[config.mk]
export PLATFORM = sky130hd
export DESIGN_NAME = imc_power_ctrl
export DESIGN_NICKNAME = d
export VERILOG_FILES = /design/src/imc_pkg.sv /design/src/imc_avg.sv /design/src/imc_power_ctrl.sv
export SDC_FILE = /design/constraint.sdc
export NUM_CORES = 1
export LEC_CHECK = 0
export BUFFER_PORTS_ARGS = -buffer_cell sky130_fd_sc_hd__buf_2
export CORE_UTILIZATION = 40
export DETAILED_ROUTE_END_ITERATION = 16
export PLACE_DENSITY = 0.58
export SKIP_CTS_REPAIR_TIMING = 1
export SYNTH_ARGS = -nofsm -noshare
export SYNTH_HDL_FRONTEND = slang
export SYNTH_SLANG_ARGS = --single-unit
[constraint.sdc]
create_clock -name sys_clk -period 5.04 [get_ports sys_clk]
set_input_delay 0.504 -clock sys_clk [delete_from_list [all_inputs] [get_ports sys_clk]]
set_output_delay 0.504 -clock sys_clk [all_outputs]
set_load 0.05 [all_outputs]
[src/imc_pkg.sv]
`default_nettype none

package imc_pkg;

	// ----------------------------------------------------------------
	// Timing
	// ----------------------------------------------------------------
	localparam int unsigned CLK_HZ = 100_000_000;
	localparam int unsigned BOOT_TIME_US = 10_000;
	// Longest time, so the count rounds down
	localparam int unsigned BOOT_CYCLES = BOOT_TIME_US * (CLK_HZ / 1_000_000);
	localparam int unsigned BASE_RATE_HZ = 7680;
	localparam int unsigned BASE_DIV = CLK_HZ / BASE_RATE_HZ;
	localparam int unsigned TICK_W = 13;

	// ----------------------------------------------------------------
	// Register map (byte addresses)
	// ----------------------------------------------------------------
	localparam logic [7:0] OFF_LR_SETUP = 8'h00;
	localparam logic [7:0] OFF_HR_SETUP = 8'h04;
	localparam logic [7:0] OFF_GY_SETUP = 8'h08;
	localparam logic [7:0] OFF_STATUS = 8'h0c;
	localparam logic [7:0] OFF_SAMPLE = 8'h10;

	// ----------------------------------------------------------------
	// Fields
	// ----------------------------------------------------------------
	localparam int unsigned RATE_LSB = 0;
	localparam int unsigned MODE_LSB = 4;
	localparam int unsigned HR_RATE_LSB = 0;
	localparam int unsigned HR_PRECISE_BIT = 4;
	localparam logic [3:0] RATE_OFF = 4'h0;
	localparam logic [3:0] RATE_SLOWEST = 4'h1;
	localparam logic [3:0] RATE_CAP_SAVING = 4'h7;
	localparam logic [3:0] RATE_CAP_NORMAL = 4'ha;
	localparam logic [3:0] RATE_CAP_FULL = 4'hc;
	localparam logic [3:0] TICK_SHIFT_MAX = 4'hc;
	localparam logic [2:0] HR_RATE_OFF = 3'h0;
	localparam logic [1:0] AVG_SHIFT_2 = 2'h1;
	localparam logic [1:0] AVG_SHIFT_4 = 2'h2;
	localparam logic [1:0] AVG_SHIFT_8 = 2'h3;
	localparam logic [1:0] AVG_SHIFT_1 = 2'h0;

	typedef enum logic [2:0] {
		LR_FULL_PERF = 3'b000,
		LR_PRECISE = 3'b001,
		LR_RSVD_A = 3'b010,
		LR_EXT_TRIG = 3'b011,
		LR_SAVING_AVG2 = 3'b100,
		LR_SAVING_AVG4 = 3'b101,
		LR_SAVING_AVG8 = 3'b110,
		LR_NORMAL = 3'b111
	} imc_lr_mode_t;

	// ----------------------------------------------------------------
	// Carriers
	// ----------------------------------------------------------------
	typedef struct packed {
		logic psel;
		logic penable;
		logic pwrite;
		logic [7:0] paddr;
		logic [31:0] pwdata;
	} imc_apb_req_t;

	typedef struct packed {
		logic [31:0] prdata;
		logic pready;
		logic pslverr;
	} imc_apb_rsp_t;

	typedef struct packed {
		logic [19:0] zero;
		logic combo_err;
		logic rate_err;
		logic mode_err;
		logic gyro_active;
		logic hr_active;
		logic [2:0] mode;
		logic filter_en;
		logic chain_on;
		logic lr_active;
		logic boot_done;
	} imc_status_t;

endpackage : imc_pkg

`default_nettype wire

[src/imc_avg.sv]
`timescale 1ns/1ns
`default_nettype none

module imc_avg #(
	parameter int unsigned WIDTH = 16,
	parameter int unsigned MAX_SHIFT = 3
) (
	// Clock and reset
	input wire logic sys_clk,
	input wire logic sys_rst,
	// Control
	input wire logic clear,
	input wire logic [1:0] shift,
	// Measurements in
	input wire logic in_valid,
	input wire logic signed [WIDTH-1:0] in_data,
	// Averaged sample out
	output logic out_valid,
	output logic signed [WIDTH-1:0] out_data
);

	localparam int unsigned SUM_W = WIDTH + MAX_SHIFT;

	if (MAX_SHIFT < 3 || WIDTH < 2) begin : g_chk
		$error("imc_avg: WIDTH or MAX_SHIFT too small");
	end

	logic signed [SUM_W-1:0] sum_reg;
	logic [3:0] count_reg;
	logic signed [SUM_W-1:0] sum_next;
	logic [3:0] need;

	assign sum_next = sum_reg + SUM_W'(in_data);
	assign need = 4'h1 << shift;

	always_ff @(posedge sys_clk) begin
		if (sys_rst || clear) begin
			sum_reg <= '0;
			count_reg <= 4'h0;
			out_valid <= 1'b0;
		end else begin
			out_valid <= 1'b0;
			if (in_valid) begin
				if (count_reg + 4'h1 >= need) begin
					sum_reg <= '0;
					count_reg <= 4'h0;
					out_valid <= 1'b1;
				end else begin
					sum_reg <= sum_next;
					count_reg <= count_reg + 4'h1;
				end
			end
		end
	end

	// Arithmetic shift keeps the sign of the averaged sample
	always_ff @(posedge sys_clk) begin
		if (sys_rst) begin
			out_data <= '0;
		end else if (in_valid && count_reg + 4'h1 >= need) begin
			out_data <= WIDTH'(sum_next >>> shift);
		end
	end

endmodule : imc_avg

`default_nettype wire

[src/imc_power_ctrl.sv]
// Chosen here: the register addresses and register access over APB.
`timescale 1ns/1ns
`default_nettype none

module imc_power_ctrl #(
	parameter int unsigned BOOT_CYCLES = imc_pkg::BOOT_CYCLES,
	parameter int unsigned BASE_DIV = imc_pkg::BASE_DIV,
	parameter int unsigned SAMPLE_W = 16
) (
	// Clock and reset
	input wire logic sys_clk,
	input wire logic sys_rst,
	// Register bus
	input wire imc_pkg::imc_apb_req_t apb_req,
	output imc_pkg::imc_apb_rsp_t apb_rsp,
	// Low-range front end
	output logic meas_req,
	input wire logic meas_valid,
	input wire logic signed [SAMPLE_W-1:0] meas_data,
	output logic lr_chain_on,
	output logic lr_aa_filter_en,
	output logic signed [SAMPLE_W-1:0] lr_sample,
	output logic lr_sample_valid,
	// External rate reference pin
	input wire logic ext_ref,
	// Other channels
	output logic hr_enable,
	output logic hr_precise,
	output logic gyro_enable,
	output logic gyro_tick,
	output logic boot_done
);

	// ----------------------------------------------------------------
	// Parameter checks
	// ----------------------------------------------------------------
	if (BOOT_CYCLES < 2 || BASE_DIV < 2 || SAMPLE_W < 2) begin : g_chk
		$error("imc_power_ctrl: parameter out of range");
	end

	localparam int unsigned BOOT_W = $clog2(BOOT_CYCLES + 1);
	localparam int unsigned DIV_W = $clog2(BASE_DIV + 1);
	localparam int unsigned TW = imc_pkg::TICK_W;

	typedef enum logic [1:0] {
		PH_BOOT = 2'b00,
		PH_IDLE = 2'b01,
		PH_MEASURE = 2'b10
	} imc_state_t;

	// ----------------------------------------------------------------
	// Declarations
	// ----------------------------------------------------------------
	imc_state_t state_reg;
	logic [BOOT_W-1:0] boot_cnt_reg;
	logic [DIV_W-1:0] div_cnt_reg;
	logic base_tick_reg;
	logic [TW-1:0] grid_reg;
	logic [3:0] lr_rate_reg;
	logic [2:0] lr_mode_reg;
	logic [2:0] hr_rate_reg;
	logic hr_precise_sel_reg;
	logic [3:0] gy_rate_reg;
	logic [2:0] gy_mode_reg;
	logic ref_s1_reg;
	logic ref_s2_reg;
	logic ref_s3_reg;
	logic pready_reg;
	logic pslverr_reg;
	logic [31:0] prdata_reg;
	logic lr_on;
	logic saving;
	logic continuous;
	logic [1:0] avg_shift;
	logic [3:0] rate_cap;
	logic [3:0] rate_eff;
	logic rate_err;
	logic mode_err;
	logic combo_err;
	logic lr_tick;
	logic ext_edge;
	logic avg_valid;
	logic signed [SAMPLE_W-1:0] avg_data;
	logic avg_clear;
	logic chain_next;
	logic wr_en;
	logic setup;
	logic [3:0] meas_cnt_reg;
	logic last_meas;
	imc_pkg::imc_status_t status;
	imc_pkg::imc_lr_mode_t lr_mode;

	assign lr_mode = imc_pkg::imc_lr_mode_t'(lr_mode_reg);

	// ----------------------------------------------------------------
	// Grid mask: period in base ticks is a power of two per rate code
	// ----------------------------------------------------------------
	function automatic logic [TW-1:0] tick_mask(input logic [3:0] code);
		logic [3:0] sh;
		if (code == imc_pkg::RATE_SLOWEST) begin
			sh = imc_pkg::TICK_SHIFT_MAX;
		end else begin
			sh = imc_pkg::TICK_SHIFT_MAX - code;
		end
		return (TW'(1) << sh) - TW'(1);
	endfunction : tick_mask

	// ----------------------------------------------------------------
	// Boot sequencing
	// ----------------------------------------------------------------
	always_ff @(posedge sys_clk) begin
		if (sys_rst) begin
			boot_cnt_reg <= '0;
			boot_done <= 1'b0;
		end else if (!boot_done) begin
			boot_cnt_reg <= boot_cnt_reg + BOOT_W'(1);
			if (boot_cnt_reg == BOOT_W'(BOOT_CYCLES - 1)) begin
				boot_done <= 1'b1;
			end
		end
	end

	// ----------------------------------------------------------------
	// Mode decode
	// ----------------------------------------------------------------
	always_comb begin
		saving = 1'b0;
		avg_shift = imc_pkg::AVG_SHIFT_1;
		mode_err = 1'b0;
		rate_cap = imc_pkg::RATE_CAP_FULL;
		case (lr_mode)
			imc_pkg::LR_FULL_PERF: rate_cap = imc_pkg::RATE_CAP_FULL;
			imc_pkg::LR_PRECISE: rate_cap = imc_pkg::RATE_CAP_FULL;
			imc_pkg::LR_EXT_TRIG: rate_cap = imc_pkg::RATE_CAP_FULL;
			imc_pkg::LR_NORMAL: rate_cap = imc_pkg::RATE_CAP_NORMAL;
			imc_pkg::LR_SAVING_AVG2: begin
				saving = 1'b1;
				avg_shift = imc_pkg::AVG_SHIFT_2;
				rate_cap = imc_pkg::RATE_CAP_SAVING;
			end
			imc_pkg::LR_SAVING_AVG4: begin
				saving = 1'b1;
				avg_shift = imc_pkg::AVG_SHIFT_4;
				rate_cap = imc_pkg::RATE_CAP_SAVING;
			end
			imc_pkg::LR_SAVING_AVG8: begin
				saving = 1'b1;
				avg_shift = imc_pkg::AVG_SHIFT_8;
				rate_cap = imc_pkg::RATE_CAP_SAVING;
			end
			// Reserved code runs as full performance and is flagged
			default: mode_err = 1'b1;
		endcase
	end

	assign continuous = !saving;
	assign lr_on = boot_done && (lr_rate_reg != imc_pkg::RATE_OFF);
	assign rate_err = lr_on && (lr_rate_reg > rate_cap);
	assign rate_eff = rate_err ? rate_cap : lr_rate_reg;
	// Only full and precise modes may share with the high-range channel; flagged only
	assign combo_err = hr_enable && lr_on && !(lr_mode == imc_pkg::LR_FULL_PERF
		|| lr_mode == imc_pkg::LR_PRECISE);

	// ----------------------------------------------------------------
	// Base rate divider and shared sample grid
	// ----------------------------------------------------------------
	always_ff @(posedge sys_clk) begin
		if (sys_rst) begin
			div_cnt_reg <= '0;
			base_tick_reg <= 1'b0;
		end else begin
			base_tick_reg <= 1'b0;
			if (div_cnt_reg == DIV_W'(BASE_DIV - 1)) begin
				div_cnt_reg <= '0;
				base_tick_reg <= 1'b1;
			end else begin
				div_cnt_reg <= div_cnt_reg + DIV_W'(1);
			end
		end
	end

	// One free grid for both channels keeps their periods nested
	always_ff @(posedge sys_clk) begin
		if (sys_rst) begin
			grid_reg <= '0;
		end else if (base_tick_reg) begin
			grid_reg <= grid_reg + TW'(1);
		end
	end

	// ----------------------------------------------------------------
	// External reference pin
	// ----------------------------------------------------------------
	always_ff @(posedge sys_clk) begin
		if (sys_rst) begin
			ref_s1_reg <= 1'b0;
			ref_s2_reg <= 1'b0;
			ref_s3_reg <= 1'b0;
		end else begin
			ref_s1_reg <= ext_ref;
			ref_s2_reg <= ref_s1_reg;
			ref_s3_reg <= ref_s2_reg;
		end
	end

	assign ext_edge = ref_s2_reg && !ref_s3_reg;
	assign lr_tick = (lr_mode == imc_pkg::LR_EXT_TRIG) ? ext_edge :
		(base_tick_reg && (grid_reg & tick_mask(rate_eff)) == '0);

	// ----------------------------------------------------------------
	// Reading chain sequencer
	// ----------------------------------------------------------------
	always_ff @(posedge sys_clk) begin
		if (sys_rst) begin
			state_reg <= PH_BOOT;
			meas_req <= 1'b0;
		end else begin
			meas_req <= 1'b0;
			case (state_reg)
				PH_BOOT: begin
					if (boot_done) begin
						state_reg <= PH_IDLE;
					end
				end
				PH_IDLE: begin
					if (lr_on && lr_tick) begin
						state_reg <= PH_MEASURE;
						meas_req <= 1'b1;
					end
				end
				PH_MEASURE: begin
					if (!lr_on) begin
						state_reg <= PH_IDLE;
					end else if (avg_valid) begin
						state_reg <= PH_IDLE;
					end else if (meas_valid && !last_meas) begin
						meas_req <= 1'b1;
					end
				end
				default: state_reg <= PH_IDLE;
			endcase
		end
	end

	assign avg_clear = (state_reg != PH_MEASURE) || !lr_on;

	// Counts measurements so that none is requested past the last of a sample
	always_ff @(posedge sys_clk) begin
		if (sys_rst || avg_clear) begin
			meas_cnt_reg <= 4'h0;
		end else if (meas_valid) begin
			meas_cnt_reg <= meas_cnt_reg + 4'h1;
		end
	end

	// At least, not equal: a mode change mid-sample must not strand the count
	assign last_meas = (meas_cnt_reg + 4'h1) >= (4'h1 << avg_shift);

	imc_avg #(
		.WIDTH(SAMPLE_W),
		.MAX_SHIFT(3)
	) u_avg (
		.sys_clk(sys_clk),
		.sys_rst(sys_rst),
		.clear(avg_clear),
		.shift(avg_shift),
		.in_valid(meas_valid && state_reg == PH_MEASURE && lr_on),
		.in_data(meas_data),
		.out_valid(avg_valid),
		.out_data(avg_data)
	);

	// Output register is frozen whenever the channel is down
	always_ff @(posedge sys_clk) begin
		if (sys_rst) begin
			lr_sample <= '0;
			lr_sample_valid <= 1'b0;
		end else begin
			lr_sample_valid <= avg_valid && lr_on;
			if (avg_valid && lr_on) begin
				lr_sample <= avg_data;
			end
		end
	end

	// Saving modes power the chain only while measuring
	always_comb begin
		if (!lr_on) begin
			chain_next = 1'b0;
		end else if (continuous) begin
			chain_next = 1'b1;
		end else begin
			chain_next = (state_reg == PH_MEASURE && !avg_valid) || (state_reg == PH_IDLE && lr_tick);
		end
	end

	always_ff @(posedge sys_clk) begin
		if (sys_rst) begin
			lr_chain_on <= 1'b0;
			lr_aa_filter_en <= 1'b0;
		end else begin
			lr_chain_on <= chain_next;
			lr_aa_filter_en <= lr_on && continuous;
		end
	end

	// ----------------------------------------------------------------
	// High-range and gyro channels
	// ----------------------------------------------------------------
	always_ff @(posedge sys_clk) begin
		if (sys_rst) begin
			hr_enable <= 1'b0;
			hr_precise <= 1'b0;
		end else begin
			// Independent of low-range state, so it may run alone
			hr_enable <= boot_done && hr_rate_reg != imc_pkg::HR_RATE_OFF;
			hr_precise <= boot_done && hr_rate_reg != imc_pkg::HR_RATE_OFF
				&& hr_precise_sel_reg;
		end
	end

	always_ff @(posedge sys_clk) begin
		if (sys_rst) begin
			gyro_enable <= 1'b0;
			gyro_tick <= 1'b0;
		end else begin
			gyro_enable <= boot_done && gy_rate_reg != imc_pkg::RATE_OFF;
			gyro_tick <= boot_done && gy_rate_reg != imc_pkg::RATE_OFF && base_tick_reg
				&& (grid_reg & tick_mask(gy_rate_reg)) == '0;
		end
	end

	// ----------------------------------------------------------------
	// Register bus slave
	// ----------------------------------------------------------------
	assign setup = apb_req.psel && !apb_req.penable;
	// A write refused at setup stays refused even if boot ends before access
	assign wr_en = apb_req.psel && apb_req.penable && pready_reg && apb_req.pwrite
		&& !pslverr_reg;

	always_comb begin
		status = '0;
		status.boot_done = boot_done;
		status.lr_active = lr_on;
		status.chain_on = lr_chain_on;
		status.filter_en = lr_aa_filter_en;
		status.mode = lr_mode_reg;
		status.hr_active = hr_enable;
		status.gyro_active = gyro_enable;
		status.mode_err = mode_err;
		status.rate_err = rate_err;
		status.combo_err = combo_err;
	end

	// Zero wait: every access completes in its first access cycle
	always_ff @(posedge sys_clk) begin
		if (sys_rst) begin
			pready_reg <= 1'b0;
			pslverr_reg <= 1'b0;
			prdata_reg <= '0;
		end else begin
			pready_reg <= setup;
			if (setup) begin
				pslverr_reg <= 1'b0;
				prdata_reg <= '0;
				case (apb_req.paddr)
					imc_pkg::OFF_LR_SETUP: prdata_reg <= 32'(
						{lr_mode_reg, lr_rate_reg});
					imc_pkg::OFF_HR_SETUP: prdata_reg <= 32'(
						{hr_precise_sel_reg, 1'b0, hr_rate_reg});
					imc_pkg::OFF_GY_SETUP: prdata_reg <= 32'({gy_mode_reg, gy_rate_reg});
					imc_pkg::OFF_STATUS: prdata_reg <= status;
					imc_pkg::OFF_SAMPLE: prdata_reg <= 32'(lr_sample);
					default: pslverr_reg <= 1'b1;
				endcase
				if (apb_req.pwrite && !boot_done) begin
					pslverr_reg <= 1'b1;
				end
			end
		end
	end

	// Configuration survives power-down; only boot clears it
	always_ff @(posedge sys_clk) begin
		if (sys_rst || !boot_done) begin
			lr_rate_reg <= imc_pkg::RATE_OFF;
			lr_mode_reg <= imc_pkg::LR_FULL_PERF;
			hr_rate_reg <= imc_pkg::HR_RATE_OFF;
			hr_precise_sel_reg <= 1'b0;
			gy_rate_reg <= imc_pkg::RATE_OFF;
			gy_mode_reg <= 3'h0;
		end else if (wr_en) begin
			case (apb_req.paddr)
				imc_pkg::OFF_LR_SETUP: begin
					lr_rate_reg <= apb_req.pwdata[imc_pkg::RATE_LSB +: 4];
					lr_mode_reg <= apb_req.pwdata[imc_pkg::MODE_LSB +: 3];
				end
				imc_pkg::OFF_HR_SETUP: begin
					hr_rate_reg <= apb_req.pwdata[imc_pkg::HR_RATE_LSB +: 3];
					hr_precise_sel_reg <= apb_req.pwdata[imc_pkg::HR_PRECISE_BIT];
				end
				imc_pkg::OFF_GY_SETUP: begin
					gy_rate_reg <= apb_req.pwdata[imc_pkg::RATE_LSB +: 4];
					gy_mode_reg <= apb_req.pwdata[imc_pkg::MODE_LSB +: 3];
				end
				default: begin
				end
			endcase
		end
	end

	always_comb begin
		apb_rsp.prdata = prdata_reg;
		apb_rsp.pready = pready_reg;
		apb_rsp.pslverr = pslverr_reg;
	end

endmodule : imc_power_ctrl

`default_nettype wire

# Word level (Yosys, flattened, before mapping)
# Index checks and enable logic that the tools add are counted.
[totals]
word_cells = 160
ff_bits = 174
out_inout_bits = 59
inputBits = 63
[classes]
n_eq_ne = 20
n_mux = 29
addsub = 10
n_lt_le_gt_ge = 3
n_bitwise = 4
n_reduce_logical = 58
shift = 4
[ops]
columns = ["op", "n"]
rows = [
  ["one-hot mux 32 bit (5 select lines)", 1],
  ["bitwise AND 13 bit", 2],
  ["logical AND 1 bit", 26],
  ["logical NOT 13 bit", 2],
  ["<< shifter 1 x 4 -> 13 bit (first input constant)", 2],
  ["subtractor 13 x 2 -> 13 bit (second input constant)", 2],
  ["adder 20 x 1 -> 20 bit (second input constant)", 1],
  ["equality test 20 bit (second input constant)", 1],
  ["2-to-1 mux 4 bit", 5],
  ["adder 19 x 16 -> 19 bit", 1],
  ["2-to-1 mux 19 bit", 1],
  [">>> shifter 19 x 2 -> 16 bit", 1],
  ["equality test 8 x 4 -> 1 bit (second input constant)", 2],
  ["adder 14 x 1 -> 14 bit (second input constant)", 1],
  ["equality test 14 bit (second input constant)", 1],
  ["2-to-1 mux 1 bit", 14],
  ["adder 13 x 1 -> 13 bit (second input constant)", 1],
  ["equality test 3 bit (second input constant)", 4],
  ["one-hot mux 2 bit (3 select lines)", 2],
  ["logical NOT 1 bit", 9],
  ["adder 4 x 1 -> 4 bit (second input constant)", 2],
  ["equality test 4 x 1 -> 1 bit (second input constant)", 2],
  ["equality test 8 x 3 -> 1 bit (second input constant)", 1],
  ["equality test 8 x 5 -> 1 bit (second input constant)", 1],
  ["26 further kinds", 43],
]

# Longest topological paths before layout
[logic_depth]
depth_word = 17
depth_mapped = 20

# By module
# A second synthesis with hierarchy kept.
[unflattened]
cells_unflattened = 1080
hier_area_um2 = 8839.7
[by_module_without_submodules]
columns = ["module", "cells_each", "area_each_um2", "n_inst", "seq_area_each_um2"]
rows = [
  ["imc_power_ctrl", 712, 5904.4, 1, 2362.3],
  ["imc_avg", 368, 2935.3, 1, 800.8],
]

# Worst setup path after synthesis
# No wires, ideal clock.
[synth_path]
kind = "reg2reg"
start = "register lr_mode_reg[2] (netlist: lr_mode[2])"
end = "register state_reg[1]"
arrival_ps = 3826
stages_incl_launch_ff = 20
setup_slack_ps = 1143
path_cell_list = "dfxtp_1 -> clkbuf_1 -> inv_1 -> nor2_1 -> ha_1 -> a21oi_1 -> o221ai_1 -> and2_4 -> buf_6 -> a21oi_1 -> ha_1 -> clkbuf_1 -> mux2_2 -> a22oi_1 -> nand4_1 -> nor4b_1 -> o211ai_1 -> a211oi_2 -> o31a_1 -> mux2i_1"
[synth_between]
elab_chain_cells = 17
elab_cells_between_ends = 22
cone_classes = "add/sub (2); order compare (1); eq/ne (7); shift (1); mux (4); bitwise (1); reduce/logical (6)"
[synth_rtl]
columns = ["item", "line", "text"]
rows = [
  ["start, declared", "imc_power_ctrl.sv:60", "logic [2:0] lr_mode_reg;"],
  ["start signal, assigned", "imc_power_ctrl.sv:387", "lr_mode_reg <= imc_pkg::LR_FULL_PERF;"],
  ["start signal, assigned", "imc_power_ctrl.sv:396", "lr_mode_reg <= apb_req.pwdata[imc_pkg::MODE_LSB +: 3];"],
  ["equality test 3 bit", "imc_power_ctrl.sv:131", "case (lr_mode)"],
  ["OR reduction 3 bit (no line)", "--", ""],
  ["one-hot mux 4 bit (2 select lines)", "imc_power_ctrl.sv:131", ""],
  ["> comparator 4 bit", "imc_power_ctrl.sv:158", "assign rate_err = lr_on && (lr_rate_reg > rate_cap);"],
  ["logical AND 1 bit", "imc_power_ctrl.sv:158", ""],
  ["2-to-1 mux 4 bit", "imc_power_ctrl.sv:159", "assign rate_eff = rate_err ? rate_cap : lr_rate_reg;"],
  ["subtractor 4 bit or equality test 4 x 1 -> 1 bit (tied branches)", "imc_power_ctrl.sv:103, imc_power_ctrl.sv:100", ""],
  ["2-to-1 mux 4 bit", "imc_power_ctrl.sv:100", "if (code == imc_pkg::RATE_SLOWEST) begin"],
  ["<< shifter 1 x 4 -> 13 bit", "imc_power_ctrl.sv:105", "return (TW'(1) << sh) - TW'(1);"],
  ["subtractor 13 x 2 -> 13 bit", "imc_power_ctrl.sv:105", ""],
  ["bitwise AND 13 bit", "imc_power_ctrl.sv:208", "(base_tick_reg && (grid_reg & tick_mask(rate_eff)) == '0);"],
  ["logical NOT 13 bit", "imc_power_ctrl.sv:208", ""],
  ["logical AND 1 bit", "imc_power_ctrl.sv:208", ""],
  ["2-to-1 mux 1 bit *", "imc_power_ctrl.sv:207", "assign lr_tick = (lr_mode == imc_pkg::LR_EXT_TRIG) ? ext_edge :"],
  ["logical AND 1 bit *", "imc_power_ctrl.sv:226", "if (lr_on && lr_tick) begin"],
  ["inequality test 2 bit (no line) *", "--", ""],
  ["AND reduction 3 bit (no line) *", "--", ""],
  ["end signal, assigned", "imc_power_ctrl.sv:215", "state_reg <= PH_BOOT;"],
  ["end signal, assigned", "imc_power_ctrl.sv:227", "state_reg <= PH_MEASURE;"],
  ["end signal, assigned", "imc_power_ctrl.sv:233", "state_reg <= PH_IDLE;"],
  ["end, declared", "imc_power_ctrl.sv:54", "imc_state_t state_reg;"],
]
# Every way passes the cells marked *; elsewhere a longest branch is shown, timed or not.
# A chain may end at the register's enable or synchronous reset.

# Worst setup path after layout
[layout_path]
start = "register lr_mode_reg[1] (netlist: lr_mode[1])"
end = "register state_reg[1]"
# Same word-level chain as after synthesis.

==> impl_metrics.ini <==
[run_status]
result_of_the_run = finished clean

[power_and_ir_drop]
p_total_uw = 2620
cellPowerDensity_nw_per_um2 = 264
leakagePower_uw = 0.00398
vdd_ir_drop_max_uv = 182

[setup_path]
timing.setup.critical_path_class = flip-flop to flip-flop
timing.critical_path.from_type = flip-flop
worstPathArrival_ps = 4650
cp.required_ps = 5400
critical_path_peak_fanout = 11
critical_path.endpoint_type = flip-flop

[timing]
final_slew_viol_count = 0
setup-tns-final_ps = 0
holdWs_ps = 293
rsz0062_at_grt = no
fmaxAchievable_mhz = 233
finalHoldViolCount = 0
slew_headroom_pct = 31.3
setup_violations = 0
timing.final.crit_period_ps = 4300
final.setup_skew_ps = 7.64
worst_slew_pin_slew_ps = 1030
layout_worst_path_cycle_share_pct = 85.2

[cells_and_area]
mostFrequentLayoutCells = sky130_fd_sc_hd__nor2_1, sky130_fd_sc_hd__dfxtp_1, sky130_fd_sc_hd__buf_2
commonest_non_fill_non_tap_cell_in_the_layout = sky130_fd_sc_hd__nor2_1
number_of_flip_flops_under_the_largest_register_name = 20
nets = 1247
fin_cells = 1433
postLayoutCoreUtil_pct = 45.6
flow.area_growth_from_synthesis_pct = 12.1
final_layout_size_suffix_gt1_share_pct = 13.6

[logic_synthesis]
yosys_register_bits = 158
synth_warnings = 0
syn-num-nets = 1199
edff_count_synth = 0
postSynth.topFlopCell = sky130_fd_sc_hd__dfxtp_1
part_of_the_yosys_area_used_for_sequential_elements_pct = 35.7
postSynthAreaPerCell_um2 = 8.11
library_cells_used_by_synthesis = 74
synth-async-reset-ratio_pct = 0
synth_area_um2 = 8860
synth_cells = 1092

[route]
drc = 0
routed-via-count = 7735
route.final.wire_length_mm = 22.9
avgViaCountPerCell = 5.40
detailed_router_s_first_iteration_violation_count = 498
iteration_count_of_the_initial_detailed_routing_pass = 5
routedWlPerCell_um = 16.0
antenna_violating_nets_post_route = 0

[global_route]
maximum_number_of_pins_on_one_net_before_global_route_repair = 59
number_of_antenna_violations_at_the_first_check_in_global_routing = 1
first_global_vias = 7014
grtUsageTotal_pct = 20.4
global_route_wire_length_before_repair_mm = 36.4
globalRoute.totalOverflow = 0

[floorplan]
die_height_um = 151
fp.coreArea_um2 = 21800
chipWidth_um = 151
start_util_pct = 40.7
row_count = 54
floorplan.die_area_um2 = 22700
number_of_i_o_pins = 122

[cts]
worst_path_clk_slew_ps = 70
clock-root-buffer = sky130_fd_sc_hd__clkbuf_16
cts_max_path_buffers = 2
htreeDepth = 4
worstSkewPairLatency_ps = 430
tritoncts = built
clock_tree_sinks = 158
numCtsBuffers = 17

[min_path]
worst_hold_check_path_type = input port to flip-flop

[place]
io_buffer_count = 96
dp.cells = 1401
detailed_place_hpwl_mm = 16.5
gp_congestion = 0.852

[run]
max_cap_viols = 0
[through the flow]
stage / instance area (µm²) / setup WS [ps]
2_1_floorplan: 8860 / 1140
3_3_place_gp: 9380 / 878
3_5_place_dp: 9380 / 824
4_1_cts: 9930 / 802
5_1_grt: 9930 / 513
6_report: 9930 / 744
[Yosys cell counts (all sizes together), types with 4 or more instances]
cell type	instances	area, µm²
nor2	166	623
xor2	40	350
inv	30	113
o211ai	12	90.1
a221oi	6	52.6
a22oi	22	165
o221ai	4	35.0
nand2	93	349
a31oi	7	43.8
buf	24	175
a21oi	82	410
dfxtp	158	3160
a21o	11	82.6
nor3	21	110
nand2b	33	206
nor2b	11	68.8
o21a	4	30.0
or2	4	25.0
o21ai	37	185
or3	12	75.1
xnor2	23	201
a211oi	14	115
mux2i	28	280
ha	43	538
nor4b	6	52.6
nand3b	6	45.0
mux2	7	78.8
and3	9	56.3
clkbuf	50	188
nand4	28	175
o2111ai	4	35.0
and4	4	35.0
nand3	39	195
[worst max-delay path, cell delays in order (launching register included)]
cell and delay, ps:
sky130_fd_sc_hd__dfxtp_1 560, sky130_fd_sc_hd__nand2_1 180, sky130_fd_sc_hd__nand2_1 180, sky130_fd_sc_hd__inv_1 60
sky130_fd_sc_hd__ha_1 290, sky130_fd_sc_hd__nand3_1 100, sky130_fd_sc_hd__o221ai_1 220, sky130_fd_sc_hd__and2_4 250
sky130_fd_sc_hd__nor2_1 60, sky130_fd_sc_hd__a21oi_1 120, sky130_fd_sc_hd__ha_1 400, sky130_fd_sc_hd__mux2_2 390
sky130_fd_sc_hd__a22oi_1 160, sky130_fd_sc_hd__nand4_1 110, sky130_fd_sc_hd__nor4b_1 350, sky130_fd_sc_hd__o211ai_1 150
sky130_fd_sc_hd__a211oi_2 230, sky130_fd_sc_hd__o31a_1 230, sky130_fd_sc_hd__mux2i_1 180
[power by group]
part | switching, µW | internal (µW) | leakage [µW]
Sequential | 6.46 | 1260 | 0.00127
Clock | 576 | 655 | 0.000253
Combinational | 79.7 | 46.7 | 0.00245
Total | 662 | 1960 | 0.00398
[final cells by class]
| cell class | count | area [µm²] |
|---|---|---|
| fill | 2232 | 11800 |
| multi-input combinational | 830 | 5220 |
| sequential | 158 | 3160 |
| timing repair buffer | 103 | 533 |
| clock buffer | 19 | 443 |
| tap | 280 | 350 |
| inverter | 30 | 113 |
| clock inverter | 12 | 104 |
| antenna | 1 | 2.50 |
[metal layers]
metal / track usage (%) / wire length, µm / up-vias
met5: 0 / 0 / -
met4: 4.80 / 242 / 0
met3: 3.80 / 765 / 19
met2: 33.9 / 10900 / 119
met1: 27.4 / 11000 / 3625
li1: - / - / 3972
[kinds of logic after synthesis]
group	Yosys count	share of synthesized area [%]
compound gates	237	17.4
fa+ha+maj	44	6.30
mux	38	4.82
simple gates	448	24.2
flops	158	35.7
xor+xnor	63	6.23
buf+inv	104	5.37
[worst paths after layout]
path	startpoint	end	slack, ps	depth (start not counted)
worst min register to register	ref_s1_reg$_SDFF_PP0_	ref_s2_reg$_SDFF_PP0_	450	1
worst max-delay path	lr_mode[1]$_SDFFE_PP0P_	state_reg[1]$_SDFFE_PP0P_	740	18
worst min-delay path	ext_ref	ref_s1_reg$_SDFF_PP0_	290	2
worst max register to register	lr_mode[1]$_SDFFE_PP0P_	state_reg[1]$_SDFFE_PP0P_	740	18
Power figures use the tool's default switching activity.
